--- config.mk ---
export PLATFORM = sky130hd
export DESIGN_NAME = vop_video_port
export DESIGN_NICKNAME = d
export VERILOG_FILES = /design/src/vop_fifo.v /design/src/vop_video_port.v
export VERILOG_INCLUDE_DIRS = /design/src
export SDC_FILE = /design/constraint.sdc
export NUM_CORES = 1
export LEC_CHECK = 0
export BUFFER_PORTS_ARGS = -buffer_cell sky130_fd_sc_hd__buf_2
export CORE_ASPECT_RATIO = 0.8
export CORE_MARGIN = 2
export CORE_UTILIZATION = 55
export DETAILED_ROUTE_END_ITERATION = 8
export GPL_TIMING_DRIVEN = 0
export PLACE_DENSITY = 0.76
export SETUP_SLACK_MARGIN = 0.1
export SLEW_MARGIN = 20
export SYNTH_ARGS = -nofsm -noshare
export SYNTH_HDL_FRONTEND = slang
export SYNTH_SLANG_ARGS = --single-unit
--- constraint.sdc ---
create_clock -name I_CLK -period 6.08 [get_ports I_CLK]
set_clock_uncertainty 0.05 [all_clocks]
set_input_delay 0.304 -clock I_CLK [delete_from_list [all_inputs] [get_ports I_CLK]]
set_output_delay 0.304 -clock I_CLK [all_outputs]
set_load 0.02 [all_outputs]
--- src/vop_defines.vh ---
`ifndef VOP_DEFINES_VH
`define VOP_DEFINES_VH

// Register byte offsets
`define VOP_OFF_CTRL       8'h00
`define VOP_OFF_BORDER     8'h04
`define VOP_OFF_PIXEL      8'h08
`define VOP_OFF_STATUS     8'h0C
`define VOP_OFF_WINDOW     8'h10

// Control fields
`define VOP_CTRL_ENABLE    0
`define VOP_CTRL_WIDE16    1
`define VOP_CTRL_STD625    2

// Reset values
`define VOP_CTRL_RST       32'h00000002
`define VOP_BORDER_RST     32'h00808010
`define VOP_WINDOW_RST     32'h01FF0000

// Clock figures in picoseconds
`define VOP_SYS_PERIOD_PS  20000
`define VOP_VCLK_PERIOD_PS 37037

// Line timing in pixel periods (two bytes each)
`define VOP_HTOT_525       10'd858
`define VOP_HTOT_625       10'd864
`define VOP_HBLK_525       10'd138
`define VOP_HBLK_625       10'd144
`define VOP_HS_START       10'd16
`define VOP_HS_WIDTH       10'd64

// Frame timing in lines
`define VOP_VTOT_525       10'd525
`define VOP_VTOT_625       10'd625
`define VOP_F2_525         10'd263
`define VOP_F2_625         10'd313
`define VOP_VBLK_525       10'd20
`define VOP_VBLK_625       10'd24
`define VOP_VS_FIRST       10'd3
`define VOP_VS_END         10'd6

// Blanking levels
`define VOP_BLANK_Y        8'h10
`define VOP_BLANK_C        8'h80

`endif

--- src/vop_fifo.v ---
`timescale 1ns/10ps
module vop_fifo #(
   parameter WIDTH = 16,
   parameter DEPTH = 8,
   parameter AW    = 3
) (
   // Clock and reset
   input  wire             i_clk,
   input  wire             i_rst_n,
   // Fill side
   input  wire             i_in_valid,
   output wire             o_in_ready,
   input  wire [WIDTH-1:0] i_in_data,
   // Drain side
   output wire             o_out_valid,
   input  wire             i_out_ready,
   output wire [WIDTH-1:0] o_out_data,
   output wire [AW:0]      o_level
);

   reg [WIDTH-1:0] mem_reg [0:DEPTH-1];
   reg [AW-1:0]    wr_ptr_reg;
   reg [AW-1:0]    rd_ptr_reg;
   reg [AW:0]      count_reg;
   wire            push;
   wire            pop;

   assign o_in_ready  = (count_reg != DEPTH[AW:0]);
   assign o_out_valid = (count_reg != {(AW+1){1'b0}});
   assign o_out_data  = mem_reg[rd_ptr_reg];
   assign o_level     = count_reg;
   assign push        = i_in_valid & o_in_ready;
   assign pop         = o_out_valid & i_out_ready;

   always @(posedge i_clk or negedge i_rst_n) begin
      if (!i_rst_n) begin
         wr_ptr_reg <= {AW{1'b0}};
         rd_ptr_reg <= {AW{1'b0}};
         count_reg  <= {(AW+1){1'b0}};
      end else begin
         if (push)
            wr_ptr_reg <= (wr_ptr_reg == DEPTH[AW-1:0] - 1'b1) ? {AW{1'b0}} : wr_ptr_reg + 1'b1;
         if (pop)
            rd_ptr_reg <= (rd_ptr_reg == DEPTH[AW-1:0] - 1'b1) ? {AW{1'b0}} : rd_ptr_reg + 1'b1;
         if (push && !pop)
            count_reg <= count_reg + 1'b1;
         else if (pop && !push)
            count_reg <= count_reg - 1'b1;
      end
   end

   // Storage needs no reset; it is never read while empty
   always @(posedge i_clk) begin
      if (push)
         mem_reg[wr_ptr_reg] <= i_in_data;
   end

endmodule

--- src/vop_video_port.v ---
// Contract
// Sixteen-bit mode: luma bus carries one luminance byte per 13.5 MHz sample; with the generated clock samples come at 12.5 MHz.
// Sixteen-bit mode: chroma bus carries alternating U and V, aligned with luma.
// Eight-bit mode: luma bus carries chroma and luma bytes interleaved at 27 MHz; the generated clock gives 25 MHz.
// Eight-bit mode: chroma bus is unused and not driven.
// Eight-bit mode: start and end of active video codes are inserted.
// Line reference high during active part of each line, low in blanking.
// Vertical reference high during the vertical blanking lines of each field.
// A 13.5 MHz qualifier marks each sample in sixteen-bit mode; with the generated clock it runs at 12.5 MHz.
// Composite sync follows the selected 525 or 625 line standard.
// Frame timing is 525 or 625 lines as programmed.
// Two-level blanking output separates line blanking from field blanking.
// Direction strap high drives the video clock pin, low accepts it.
// Sharing input high releases video and timing outputs to high impedance.
// Active-low reset re-initialises all logic while held low. The FIFO storage mem_reg has no reset and keeps its contents.
// Lines outside the picture window are filled with the border colour.
// All sample, qualifier and sync timing derives from the video clock.
`timescale 1ns/10ps
`include "vop_defines.vh"
module vop_video_port #(
   parameter FIFO_DEPTH = 8,
   parameter FIFO_AW    = 3
) (
   // System
   input  wire        I_CLK,
   input  wire        I_RST_N,
   // APB slave
   input  wire        PSEL,
   input  wire        PENABLE,
   input  wire        PWRITE,
   input  wire [7:0]  PADDR,
   input  wire [31:0] PWDATA,
   output reg         PREADY,
   output reg  [31:0] PRDATA,
   output reg         PSLVERR,
   // Video clock pin and straps
   input  wire        I_VIDEO_CLOCK_DIRECTION,
   input  wire        I_VIDEO_CLOCK_PIN,
   output reg         O_VIDEO_CLOCK_PIN,
   output reg         O_VIDEO_CLOCK_PIN_OE,
   input  wire        I_MEMORY_SHARE_TRISTATE,
   // Video data
   output reg  [7:0]  O_LUMA_BUS,
   output reg         O_LUMA_BUS_OE,
   output reg  [7:0]  O_CHROMA_BUS,
   output reg         O_CHROMA_BUS_OE,
   // Timing
   output reg         O_SAMPLE_QUALIFIER,
   output reg         O_LINE_ACTIVE_REF,
   output reg         O_FIELD_BLANK_REF,
   output reg         O_TIMING_OE,
   output reg         O_COMPOSITE_SYNC_OUT_N,
   output reg  [1:0]  O_TWO_LEVEL_BLANKING_OUT
);

   localparam VCLK_HALF_RAW = (`VOP_VCLK_PERIOD_PS / 2) / `VOP_SYS_PERIOD_PS;
   localparam VCLK_HALF     = (VCLK_HALF_RAW < 1) ? 1 : VCLK_HALF_RAW;

   function [9:0] pick;
      input       std625;
      input [9:0] a525;
      input [9:0] a625;
      begin
         pick = std625 ? a625 : a525;
      end
   endfunction

   // Timing reference byte: 1 F V H and protection bits
   function [7:0] ref_code;
      input f;
      input v;
      input h;
      begin
         ref_code = {1'b1, f, v, h, v ^ h, f ^ h, f ^ v, f ^ v ^ h};
      end
   endfunction

   // Reset release and pin synchronisers
   reg        rst_s1_reg;
   reg        rst_n;
   reg        dir_s1_reg;
   reg        dir_s2_reg;
   reg        shr_s1_reg;
   reg        shr_s2_reg;
   reg        vck_s1_reg;
   reg        vck_s2_reg;
   reg        vck_s3_reg;

   always @(posedge I_CLK or negedge I_RST_N) begin
      if (!I_RST_N) begin
         rst_s1_reg <= 1'b0;
         rst_n      <= 1'b0;
      end else begin
         rst_s1_reg <= 1'b1;
         rst_n      <= rst_s1_reg;
      end
   end

   always @(posedge I_CLK or negedge rst_n) begin
      if (!rst_n) begin
         dir_s1_reg <= 1'b0;
         dir_s2_reg <= 1'b0;
         shr_s1_reg <= 1'b0;
         shr_s2_reg <= 1'b0;
         vck_s1_reg <= 1'b0;
         vck_s2_reg <= 1'b0;
         vck_s3_reg <= 1'b0;
      end else begin
         dir_s1_reg <= I_VIDEO_CLOCK_DIRECTION;
         dir_s2_reg <= dir_s1_reg;
         shr_s1_reg <= I_MEMORY_SHARE_TRISTATE;
         shr_s2_reg <= shr_s1_reg;
         vck_s1_reg <= I_VIDEO_CLOCK_PIN;
         vck_s2_reg <= vck_s1_reg;
         vck_s3_reg <= vck_s2_reg;
      end
   end

   // Video clock: divided out or taken from the pin
   reg [7:0] div_cnt_reg;
   reg       vck_out_rise;
   wire      vck_in_rise = vck_s2_reg & ~vck_s3_reg;
   wire      byte_tick   = dir_s2_reg ? vck_out_rise : vck_in_rise;

   always @(posedge I_CLK or negedge rst_n) begin
      if (!rst_n) begin
         div_cnt_reg          <= 8'h00;
         vck_out_rise         <= 1'b0;
         O_VIDEO_CLOCK_PIN    <= 1'b0;
         O_VIDEO_CLOCK_PIN_OE <= 1'b0;
      end else begin
         O_VIDEO_CLOCK_PIN_OE <= dir_s2_reg;
         vck_out_rise         <= 1'b0;
         if (!dir_s2_reg) begin
            div_cnt_reg       <= 8'h00;
            O_VIDEO_CLOCK_PIN <= 1'b0;
         end else if (div_cnt_reg == VCLK_HALF[7:0] - 8'h01) begin
            div_cnt_reg       <= 8'h00;
            O_VIDEO_CLOCK_PIN <= ~O_VIDEO_CLOCK_PIN;
            vck_out_rise      <= ~O_VIDEO_CLOCK_PIN;
         end else begin
            div_cnt_reg <= div_cnt_reg + 8'h01;
         end
      end
   end

   // Registers
   reg  [31:0] ctrl_reg;
   reg  [31:0] border_reg;
   reg  [31:0] window_reg;
   wire        enable = ctrl_reg[`VOP_CTRL_ENABLE];
   wire        wide16 = ctrl_reg[`VOP_CTRL_WIDE16];
   wire        std625 = ctrl_reg[`VOP_CTRL_STD625];

   wire        fifo_in_ready;
   wire        fifo_out_valid;
   wire [15:0] fifo_out_data;
   wire [FIFO_AW:0] fifo_level;
   reg         fifo_pop;

   wire access    = PSEL & PENABLE;
   wire pix_write = access & PWRITE & (PADDR == `VOP_OFF_PIXEL);
   wire do_write  = access & PREADY & PWRITE;
   wire fifo_push = do_write & (PADDR == `VOP_OFF_PIXEL);
   wire mapped    = (PADDR == `VOP_OFF_CTRL) | (PADDR == `VOP_OFF_BORDER) |
                    (PADDR == `VOP_OFF_PIXEL) | (PADDR == `VOP_OFF_STATUS) |
                    (PADDR == `VOP_OFF_WINDOW);

   reg  [9:0]  h_reg;
   reg  [9:0]  v_reg;
   reg         ph_reg;
   reg  [31:0] rd_data;

   always @* begin
      case (PADDR)
         `VOP_OFF_CTRL:   rd_data = ctrl_reg;
         `VOP_OFF_BORDER: rd_data = border_reg;
         `VOP_OFF_WINDOW: rd_data = window_reg;
         `VOP_OFF_STATUS: rd_data = {{(5 - FIFO_AW){1'b0}}, fifo_level,
                                     ~fifo_in_ready, ~fifo_out_valid, 4'h0, v_reg, h_reg};
         default:         rd_data = 32'h00000000;
      endcase
   end

   // One wait state; a pixel write waits further while the FIFO is full
   always @(posedge I_CLK or negedge rst_n) begin
      if (!rst_n) begin
         PREADY     <= 1'b0;
         PRDATA     <= 32'h00000000;
         PSLVERR    <= 1'b0;
         ctrl_reg   <= `VOP_CTRL_RST;
         border_reg <= `VOP_BORDER_RST;
         window_reg <= `VOP_WINDOW_RST;
      end else begin
         if (access && !PREADY) begin
            if (!pix_write || !mapped || fifo_in_ready) begin
               PREADY  <= 1'b1;
               PSLVERR <= ~mapped;
               PRDATA  <= PWRITE ? 32'h00000000 : rd_data;
            end
         end else begin
            PREADY  <= 1'b0;
            PSLVERR <= 1'b0;
         end
         if (do_write && PADDR == `VOP_OFF_CTRL)
            ctrl_reg <= {29'h00000000, PWDATA[2:0]};
         if (do_write && PADDR == `VOP_OFF_BORDER)
            border_reg <= {8'h00, PWDATA[23:0]};
         if (do_write && PADDR == `VOP_OFF_WINDOW)
            window_reg <= {6'h00, PWDATA[25:16], 6'h00, PWDATA[9:0]};
      end
   end

   vop_fifo #(
      .WIDTH (16),
      .DEPTH (FIFO_DEPTH),
      .AW    (FIFO_AW)
   ) u_fifo (
      .i_clk       (I_CLK),
      .i_rst_n     (rst_n),
      .i_in_valid  (fifo_push),
      .o_in_ready  (fifo_in_ready),
      .i_in_data   (PWDATA[15:0]),
      .o_out_valid (fifo_out_valid),
      .i_out_ready (fifo_pop),
      .o_out_data  (fifo_out_data),
      .o_level     (fifo_level)
   );

   // Raster position
   wire [9:0] htot   = pick(std625, `VOP_HTOT_525, `VOP_HTOT_625);
   wire [9:0] hblk   = pick(std625, `VOP_HBLK_525, `VOP_HBLK_625);
   wire [9:0] vtot   = pick(std625, `VOP_VTOT_525, `VOP_VTOT_625);
   wire [9:0] f2     = pick(std625, `VOP_F2_525, `VOP_F2_625);
   wire [9:0] vblk   = pick(std625, `VOP_VBLK_525, `VOP_VBLK_625);
   wire       field  = (v_reg >= f2);
   wire [9:0] fline  = field ? v_reg - f2 : v_reg;
   wire       h_act  = (h_reg >= hblk);
   wire       v_blk  = (fline < vblk);
   wire       v_sync = (fline >= `VOP_VS_FIRST) && (fline < `VOP_VS_END);
   wire       h_sync = (h_reg >= `VOP_HS_START) && (h_reg < `VOP_HS_START + `VOP_HS_WIDTH);
   wire       in_win = (fline >= window_reg[9:0]) && (fline <= window_reg[25:16]);
   wire       eav    = (h_reg == 10'd0) || (h_reg == 10'd1);
   wire       sav    = (h_reg == hblk - 10'd2) || (h_reg == hblk - 10'd1);
   wire [1:0] code_ix = {(h_reg == 10'd1) || (h_reg == hblk - 10'd1), ph_reg};
   wire       picture = h_act && !v_blk;

   always @(posedge I_CLK or negedge rst_n) begin
      if (!rst_n) begin
         h_reg  <= 10'd0;
         v_reg  <= 10'd0;
         ph_reg <= 1'b0;
      end else if (byte_tick) begin
         ph_reg <= ~ph_reg;
         if (ph_reg) begin
            if (h_reg >= htot - 10'd1) begin
               h_reg <= 10'd0;
               v_reg <= (v_reg >= vtot - 10'd1) ? 10'd0 : v_reg + 10'd1;
            end else begin
               h_reg <= h_reg + 10'd1;
            end
         end
      end
   end

   // Current pixel: picture data inside the window, border colour elsewhere
   reg  [15:0] pix_reg;
   reg  [15:0] cur_pix;
   wire [7:0]  brd_c = h_reg[0] ? border_reg[23:16] : border_reg[15:8];

   always @* begin
      fifo_pop = 1'b0;
      cur_pix  = {brd_c, border_reg[7:0]};
      if (byte_tick && !ph_reg && picture && enable && in_win && fifo_out_valid) begin
         fifo_pop = 1'b1;
         cur_pix  = fifo_out_data;
      end
   end

   // Byte selection for both bus modes
   reg [7:0] luma_next;
   reg [7:0] chroma_next;

   always @* begin
      luma_next   = O_LUMA_BUS;
      chroma_next = O_CHROMA_BUS;
      if (wide16) begin
         if (!ph_reg) begin
            luma_next   = picture ? cur_pix[7:0] : `VOP_BLANK_Y;
            chroma_next = picture ? cur_pix[15:8] : `VOP_BLANK_C;
         end
      end else begin
         chroma_next = 8'h00;
         if (eav || sav) begin
            case (code_ix)
               2'd0:    luma_next = 8'hFF;
               2'd3:    luma_next = ref_code(field, v_blk, eav);
               default: luma_next = 8'h00;
            endcase
         end else if (picture) begin
            luma_next = ph_reg ? pix_reg[7:0] : cur_pix[15:8];
         end else begin
            luma_next = ph_reg ? `VOP_BLANK_Y : `VOP_BLANK_C;
         end
      end
   end

   // Output stage, all updates on the video byte tick
   always @(posedge I_CLK or negedge rst_n) begin
      if (!rst_n) begin
         pix_reg                  <= 16'h0000;
         O_LUMA_BUS               <= 8'h00;
         O_CHROMA_BUS             <= 8'h00;
         O_SAMPLE_QUALIFIER       <= 1'b0;
         O_LINE_ACTIVE_REF        <= 1'b0;
         O_FIELD_BLANK_REF        <= 1'b0;
         O_COMPOSITE_SYNC_OUT_N   <= 1'b1;
         O_TWO_LEVEL_BLANKING_OUT <= 2'b00;
      end else if (byte_tick) begin
         if (!ph_reg)
            pix_reg <= cur_pix;
         O_LUMA_BUS         <= luma_next;
         O_CHROMA_BUS       <= chroma_next;
         O_SAMPLE_QUALIFIER <= ~ph_reg;
         O_LINE_ACTIVE_REF  <= h_act;
         O_FIELD_BLANK_REF  <= v_blk;
         // Broad pulses invert the line sync during field sync lines
         O_COMPOSITE_SYNC_OUT_N <= v_sync ? h_sync : ~h_sync;
         O_TWO_LEVEL_BLANKING_OUT <= v_blk ? 2'b11 : (h_act ? 2'b00 : 2'b01);
      end
   end

   // Output enables follow the sharing pin, not the byte tick
   always @(posedge I_CLK or negedge rst_n) begin
      if (!rst_n) begin
         O_LUMA_BUS_OE   <= 1'b0;
         O_CHROMA_BUS_OE <= 1'b0;
         O_TIMING_OE     <= 1'b0;
      end else begin
         O_LUMA_BUS_OE   <= ~shr_s2_reg;
         O_CHROMA_BUS_OE <= ~shr_s2_reg & wide16;
         O_TIMING_OE     <= ~shr_s2_reg;
      end
   end

endmodule

# After elaboration in Yosys (flattened, before gate mapping)
# Memory sizes are Yosys's and may differ from the RTL's.
# Index checks and enable logic that the tools add are counted.
[word_totals] out_inout_bits=61 ram_bits=128 register_bits=163 word_cells=181 n_memories=1 in_bits=48
[op_classes] muxes=44 eq_ne=14 order_cmp=11 bitwise_logic=26 reduce_logical=39 add_sub_neg=12
[mem_list] memory="u_fifo.mem_reg" depth=8 word_bits=16 rd=1 rd_clocked_by_memory_dff=0 wr=1 line_no="vop_fifo.v:21" rtl="reg [WIDTH-1:0] mem_reg [0:DEPTH-1];"
[ops] cell="one-hot mux 30 bit (4 select lines)" count=1
[ops] cell="two-way mux 8 bit" count=13
[ops] cell="two-way mux 32 bit" count=1
[ops] cell="greater-or-equal comparator 10 bit" count=3
[ops] cell="two-way mux 10 bit" count=3
[ops] cell="adder 10 x 1 -> 10 bit (second input constant)" count=2
[ops] cell="equality test 10 bit" count=2
[ops] cell="equality test 8 x 4 -> 1 bit (second input constant)" count=2
[ops] cell="zero test 8 bit" count=2
[ops] cell="two-way mux 16 bit" count=1
[ops] cell="one-hot mux 8 bit (2 select lines)" count=1
[ops] cell="logical AND 1 bit" count=15
[ops] cell="two-way mux 1 bit" count=14
[ops] cell="two-way mux 4 bit" count=3
[ops] cell="two-way mux 6 bit" count=2
[ops] cell="bitwise AND 1 bit" count=10
[ops] cell="equality test 10 x 1 -> 1 bit (second input constant)" count=1
[ops] cell="greater-or-equal comparator 10 x 2 -> 1 bit (second input constant)" count=1
[ops] cell="greater-or-equal comparator 10 x 5 -> 1 bit (second input constant)" count=1
[ops] cell="greater-or-equal comparator 10 x 8 -> 1 bit" count=1
[ops] cell="greater-or-equal comparator 10 x 9 -> 1 bit" count=1
[ops] cell="<= comparator 10 bit" count=1
[ops] cell="zero test 10 bit" count=1
[ops] cell="less-than comparator 10 x 3 -> 1 bit (second input constant)" count=1
[ops] cell="32 further kinds" count=63

# Logic depth before layout (Yosys ltp)
[depth] depth_word=15 mapped_depth=26 depth_no_buf=24

# By module
# Synthesis repeated with hierarchy kept, for this count alone.
[hier_totals] hier_cells=1130 area_unflattened_um2=14072.2
[modules_own_cells] mod="vop_video_port" instances=1 cells_each=879 seq_area_each_um2=3771.1 area_per_inst_um2=8483.1
[modules_own_cells] mod="vop_fifo" instances=1 cells_each=251 seq_area_each_um2=4093.9 area_per_inst_um2=5589.1

# Worst setup path before layout
# Ideal clock, no wire load.
[synth_timing] path_type="register to register" startpoint="register ctrl_reg[2]" endpoint="register u_fifo.count_reg[3] (netlist: u_fifo.o_level[3])" period_less_slack_ns=5.218 setup_slack_ns=0.862 stages_incl_launch_ff=26 required_ns=5.903 arrival_time_ns=5.041 setup_time_ns=0.127 n_path_buf=1 path_cell_list="dfrtp_1 -> inv_1 -> ha_1 -> o21ai_2 -> a211oi_4 -> o22ai_4 -> or4_4 -> xor2_4 -> clkinv_4 -> ha_1 -> o21ai_0 -> nand2b_1 -> a21oi_1 -> nor4_1 -> o211ai_1 -> a31oi_4 -> buf_6 -> inv_1 -> ha_1 -> inv_1 -> ha_1 -> a21o_1 -> a21oi_1 -> xnor2_1 -> nor2_1 -> xor2_1"
[synth_between] elab_chain_cells=15 elab_cells_between_ends=24 classes_between="1 x add/sub; 5 x order compare; 6 x mux; 1 x bitwise; 11 x reduce/logical"
[synth_rtl] element="start: declaration" line_no="vop_video_port.v:148" rtl="reg [31:0] ctrl_reg;"
[synth_rtl] element="start signal: assignment" line_no="vop_video_port.v:191" rtl="ctrl_reg <= `VOP_CTRL_RST;"
[synth_rtl] element="start signal: assignment" line_no="vop_video_port.v:206" rtl="ctrl_reg <= {29'h00000000, PWDATA[2:0]};"
[synth_rtl] element="two-way mux 6 bit" line_no="vop_video_port.v:64" rtl="pick = std625 ? a625 : a525;"
[synth_rtl] element="subtractor 10 x 9 -> 10 bit / greater-or-equal comparator 10 x 9 -> 1 bit (equally long branches)" line_no="vop_video_port.v:237, vop_video_port.v:236"
[synth_rtl] element="two-way mux 10 bit" line_no="vop_video_port.v:237" rtl="wire [9:0] fline = field ? v_reg - f2 : v_reg;"
[synth_rtl] element="less-than comparator 10 x 5 -> 1 bit" line_no="vop_video_port.v:239" rtl="wire v_blk = (fline < vblk);"
[synth_rtl] element="zero test 1 bit" line_no="vop_video_port.v:246" rtl="wire picture = h_act && !v_blk;"
[synth_rtl] element="logical AND 1 bit" line_no="vop_video_port.v:246"
[synth_rtl] element="logical AND 1 bit (2 in series)" line_no="vop_video_port.v:274" rtl="if (byte_tick && !ph_reg && picture && enable && in_win && fifo_out_valid) begin"
[synth_rtl] element="logical AND 1 bit (*) (2 in series)" line_no="vop_video_port.v:274"
[synth_rtl] element="two-way mux 1 bit (*)" line_no="vop_video_port.v:274"
[synth_rtl] element="bitwise AND 1 bit (*)" line_no="vop_fifo.v:33" rtl="assign pop = o_out_valid & i_out_ready;"
[synth_rtl] element="zero test 1 bit" line_no="vop_fifo.v:45" rtl="if (push && !pop)"
[synth_rtl] element="logical AND 1 bit" line_no="vop_fifo.v:45"
[synth_rtl] element="two-way mux 4 bit / nonzero test 2 bit (equally long branches)"
[synth_rtl] element="end signal: assignment" line_no="vop_fifo.v:39" rtl="count_reg <= {(AW+1){1'b0}};"
[synth_rtl] element="end signal: assignment" line_no="vop_fifo.v:46" rtl="count_reg <= count_reg + 1'b1;"
[synth_rtl] element="end signal: assignment" line_no="vop_fifo.v:48" rtl="count_reg <= count_reg - 1'b1;"
[synth_rtl] element="end: declaration" line_no="vop_fifo.v:24" rtl="reg [AW:0] count_reg;"
# Every way passes the cells marked *; elsewhere a longest branch is shown, timed or not.
# A chain may end at the register's enable or synchronous reset.

# Final worst setup path
# Same ends and word-level chain as after synthesis.

==> reports/metrics.cfg <==
[grt]
grt_max_degree = 48
grt_pass1_wl_um = 54800
antenna_found_initial = 0
gr-total-overflow = 0
track_usage_pct = 26.7
grt_pass1_vias = 9405

[power_and_ir_drop]
p_leak_nw = 6.82
peakVddDrop_v = 0.000227
power.density_nw_per_um2 = 270

[logic_synthesis]
ys_ff_latch = 288
synth_cell_type_count = 75
syn_inst = 1119
syn_area_um2 = 13900
synth_area_per_cell_um2 = 12.4
yosys_most_used_dff = dfrtp_1
synth_edf_count = 128
synth_seq_area_share_pct = 56.8
postSynth.asyncResetShare_pct = 55.6
ys.warnings.count = 0

[sta]
finalCritPeriodShare_pct = 93.2
tns_ns = 0
max_freq_mhz = 176
final.min_clock_period_ns = 5.67
worst_slack_ns = 0.412
worst_pin_slew_ns = 0.996
hold_violations = 0
slew_violations = 0
relSlewSlack_pct = 33.1
rsz0062_at_grt = false
setup_viol = 0

[placement]
hpwl_um = 25200
post-place-ws_ns = -0.479
gp_congestion = 0.920
placed_area_um2 = 15000
dp.cells = 1549
numPortBuffers = 98

[routing]
viasPerCell = 5.93
drc = 0
detail-route-antenna-nets = 0
wirelength_um = 34900
drt_iter0_markers = 1103
dr.pass1.iters = 5
dr_total_vias = 9665
wire_per_inst_um = 21.4

[layout]
drive_above_1_share_pct = 23.6
fin_cells = 1629
most-common-layout-cells = dfrtp_1 (144), edfxtp_1 (128), nand2_1 (111)
antenna_cells = 0
final_core_util_pct = 65.8
fin_area_um2 = 16200
area_delta_synth_final_pct = 16.7
largest_reg_flops = 128
layout_commonest_cell = dfrtp_1
final_nets = 1390

[floorplan]
die_h_um = 146
die-area_um2 = 26500
die_x_um = 181
io-pin-count = 109
start_util_pct = 56.4
std_cell_rows = 51
fp.coreArea_um2 = 24600

[clock_tree]
cts_tree = yes
cts_buffer_depth = 3
cts_made_buffers = 28
path_clk_slew_ns = 0.07
clock_latency_ns = 0.56
h-tree-depth = 1
root_buffer = clkbuf_16
cts.sinks = 288

[worst_setup_path]
cp-end-kind = flip-flop
crit_path_start_kind = flip-flop
worstSetupPathType = reg -> reg
path_max_fanout = 10
critPathRequiredTime_ns = 6.47
worst_ep_arrival_time_ns = 6.05

[hold_path]
hold_path.class = in -> reg

[flow_run]
maxCapViolCount = 0

[run_status]
status = finished clean

## what timing repair did
action                                  4_1_cts  5_1_grt
buffers inserted                              3        8
endpoints found under the setup margin        3        1
hold buffers                                 17        0
gates resized for setup                       5        3
pin swaps                                     0        1
endpoints found under the hold margin        36        0
## kinds of logic after synthesis
family	count (synthesis)	synth area share [%]
muxes	144	13.8
DFF	288	56.8
xor gates and xnor gates	33	2.22
adders and majority gates	53	4.89
other	2	0.0542
buffers and inverters	108	3.22
and+or+nand+nor	285	9.54
AOI/OAI and AO/OA	206	9.54
## metal layers
layer  vias up  track usage [%]  wire length (um)
met1      4757             42.2             16100
li1       4398                -                 -
met3        58             3.90              2930
met4         0             6.79               801
met2       452             39.0             15100
met5         -                0                 0
## synth_stat cells, drive strengths merged, types with 8 or more instances
master / n / area (um2)
o31ai: 10 / 88.8
o21ai: 86 / 438
mux2: 52 / 586
and3: 12 / 75.1
a21o: 8 / 60.1
nand4: 8 / 50.1
nor3: 19 / 106
a21oi: 48 / 240
nand2: 112 / 423
mux2i: 60 / 601
edfxtp: 128 / 3840
nand3: 11 / 55.1
nor2b: 9 / 56.3
ha: 51 / 638
nor2: 73 / 274
xnor2: 13 / 114
buf: 17 / 100
dfstp: 14 / 368
xor2: 20 / 194
inv: 45 / 169
dfrtp: 146 / 3650
mux4: 32 / 721
clkbuf: 45 / 169
## layout make-up
cell class / count / area, um2
repair buffers: 139 / 935
well taps: 318 / 398
fillers: 1826 / 8400
flip-flops and latches: 288 / 7870
clock buffers: 39 / 786
multi-input cells: 724 / 5590
clock inverters: 13 / 139
inverters: 46 / 181
plain buffers: 62 / 270
## per-stage QoR
step | power (mW) | hold WS (ns)
global placement | 2.63 | 0.0389
floorplan | 2.48 | -0.0416
global route | 4.52 | 0.0277
finish | 4.37 | 0.0169
detailed placement | 2.64 | 0.0409
CTS | 4.38 | 0.00713
## where the power goes
part / switching, mW / internal (mW) / total, mW / leakage, nW
clock network: 0.753 / 0.993 / 1.75 / 0.442
logic: 0.317 / 0.173 / 0.490 / 3.18
registers: 0.0504 / 2.08 / 2.13 / 3.20
total: 1.12 / 3.25 / 4.37 / 6.82
## worst max-delay path: stages, from the launching register on
cell,delay [ns]
dfrtp_2,0.49
clkinvlp_4,0.21
ha_2,0.43
o21ai_2,0.10
a211oi_4,0.31
o22ai_4,0.16
or4_4,0.54
xor2_4,0.20
clkinv_4,0.14
ha_1,0.32
a21oi_1,0.16
o21a_1,0.17
o2111ai_1,0.12
nand2_1,0.16
o211ai_1,0.15
a31oi_4,0.24
buf_6,0.21
inv_1,0.11
ha_1,0.25
inv_1,0.10
ha_1,0.23
a21o_1,0.17
a21oi_1,0.17
xnor2_1,0.14
nor2_1,0.07
xor2_1,0.14
## final timing paths
| kind | from | to | slack (ns) | cells after the start |
|---|---|---|---|---|
| max reg2reg | ctrl_reg[2] | u_fifo.o_level[3] | 0.41 | 25 |
| min reg2reg | rst_n | v_reg[6] | 0.27 | 0 |
| min in group asynchronous | rst_n | v_reg[6] | 0.27 | 0 |
| min | PWDATA[10] | u_fifo.mem_reg[3][10] | 0.02 | 1 |
| max | ctrl_reg[2] | u_fifo.o_level[3] | 0.41 | 25 |
| max in group asynchronous | rst_n | O_COMPOSITE_SYNC_OUT_N | 4.99 | 1 |
Note: power is estimated with default switching activity, not from simulation.
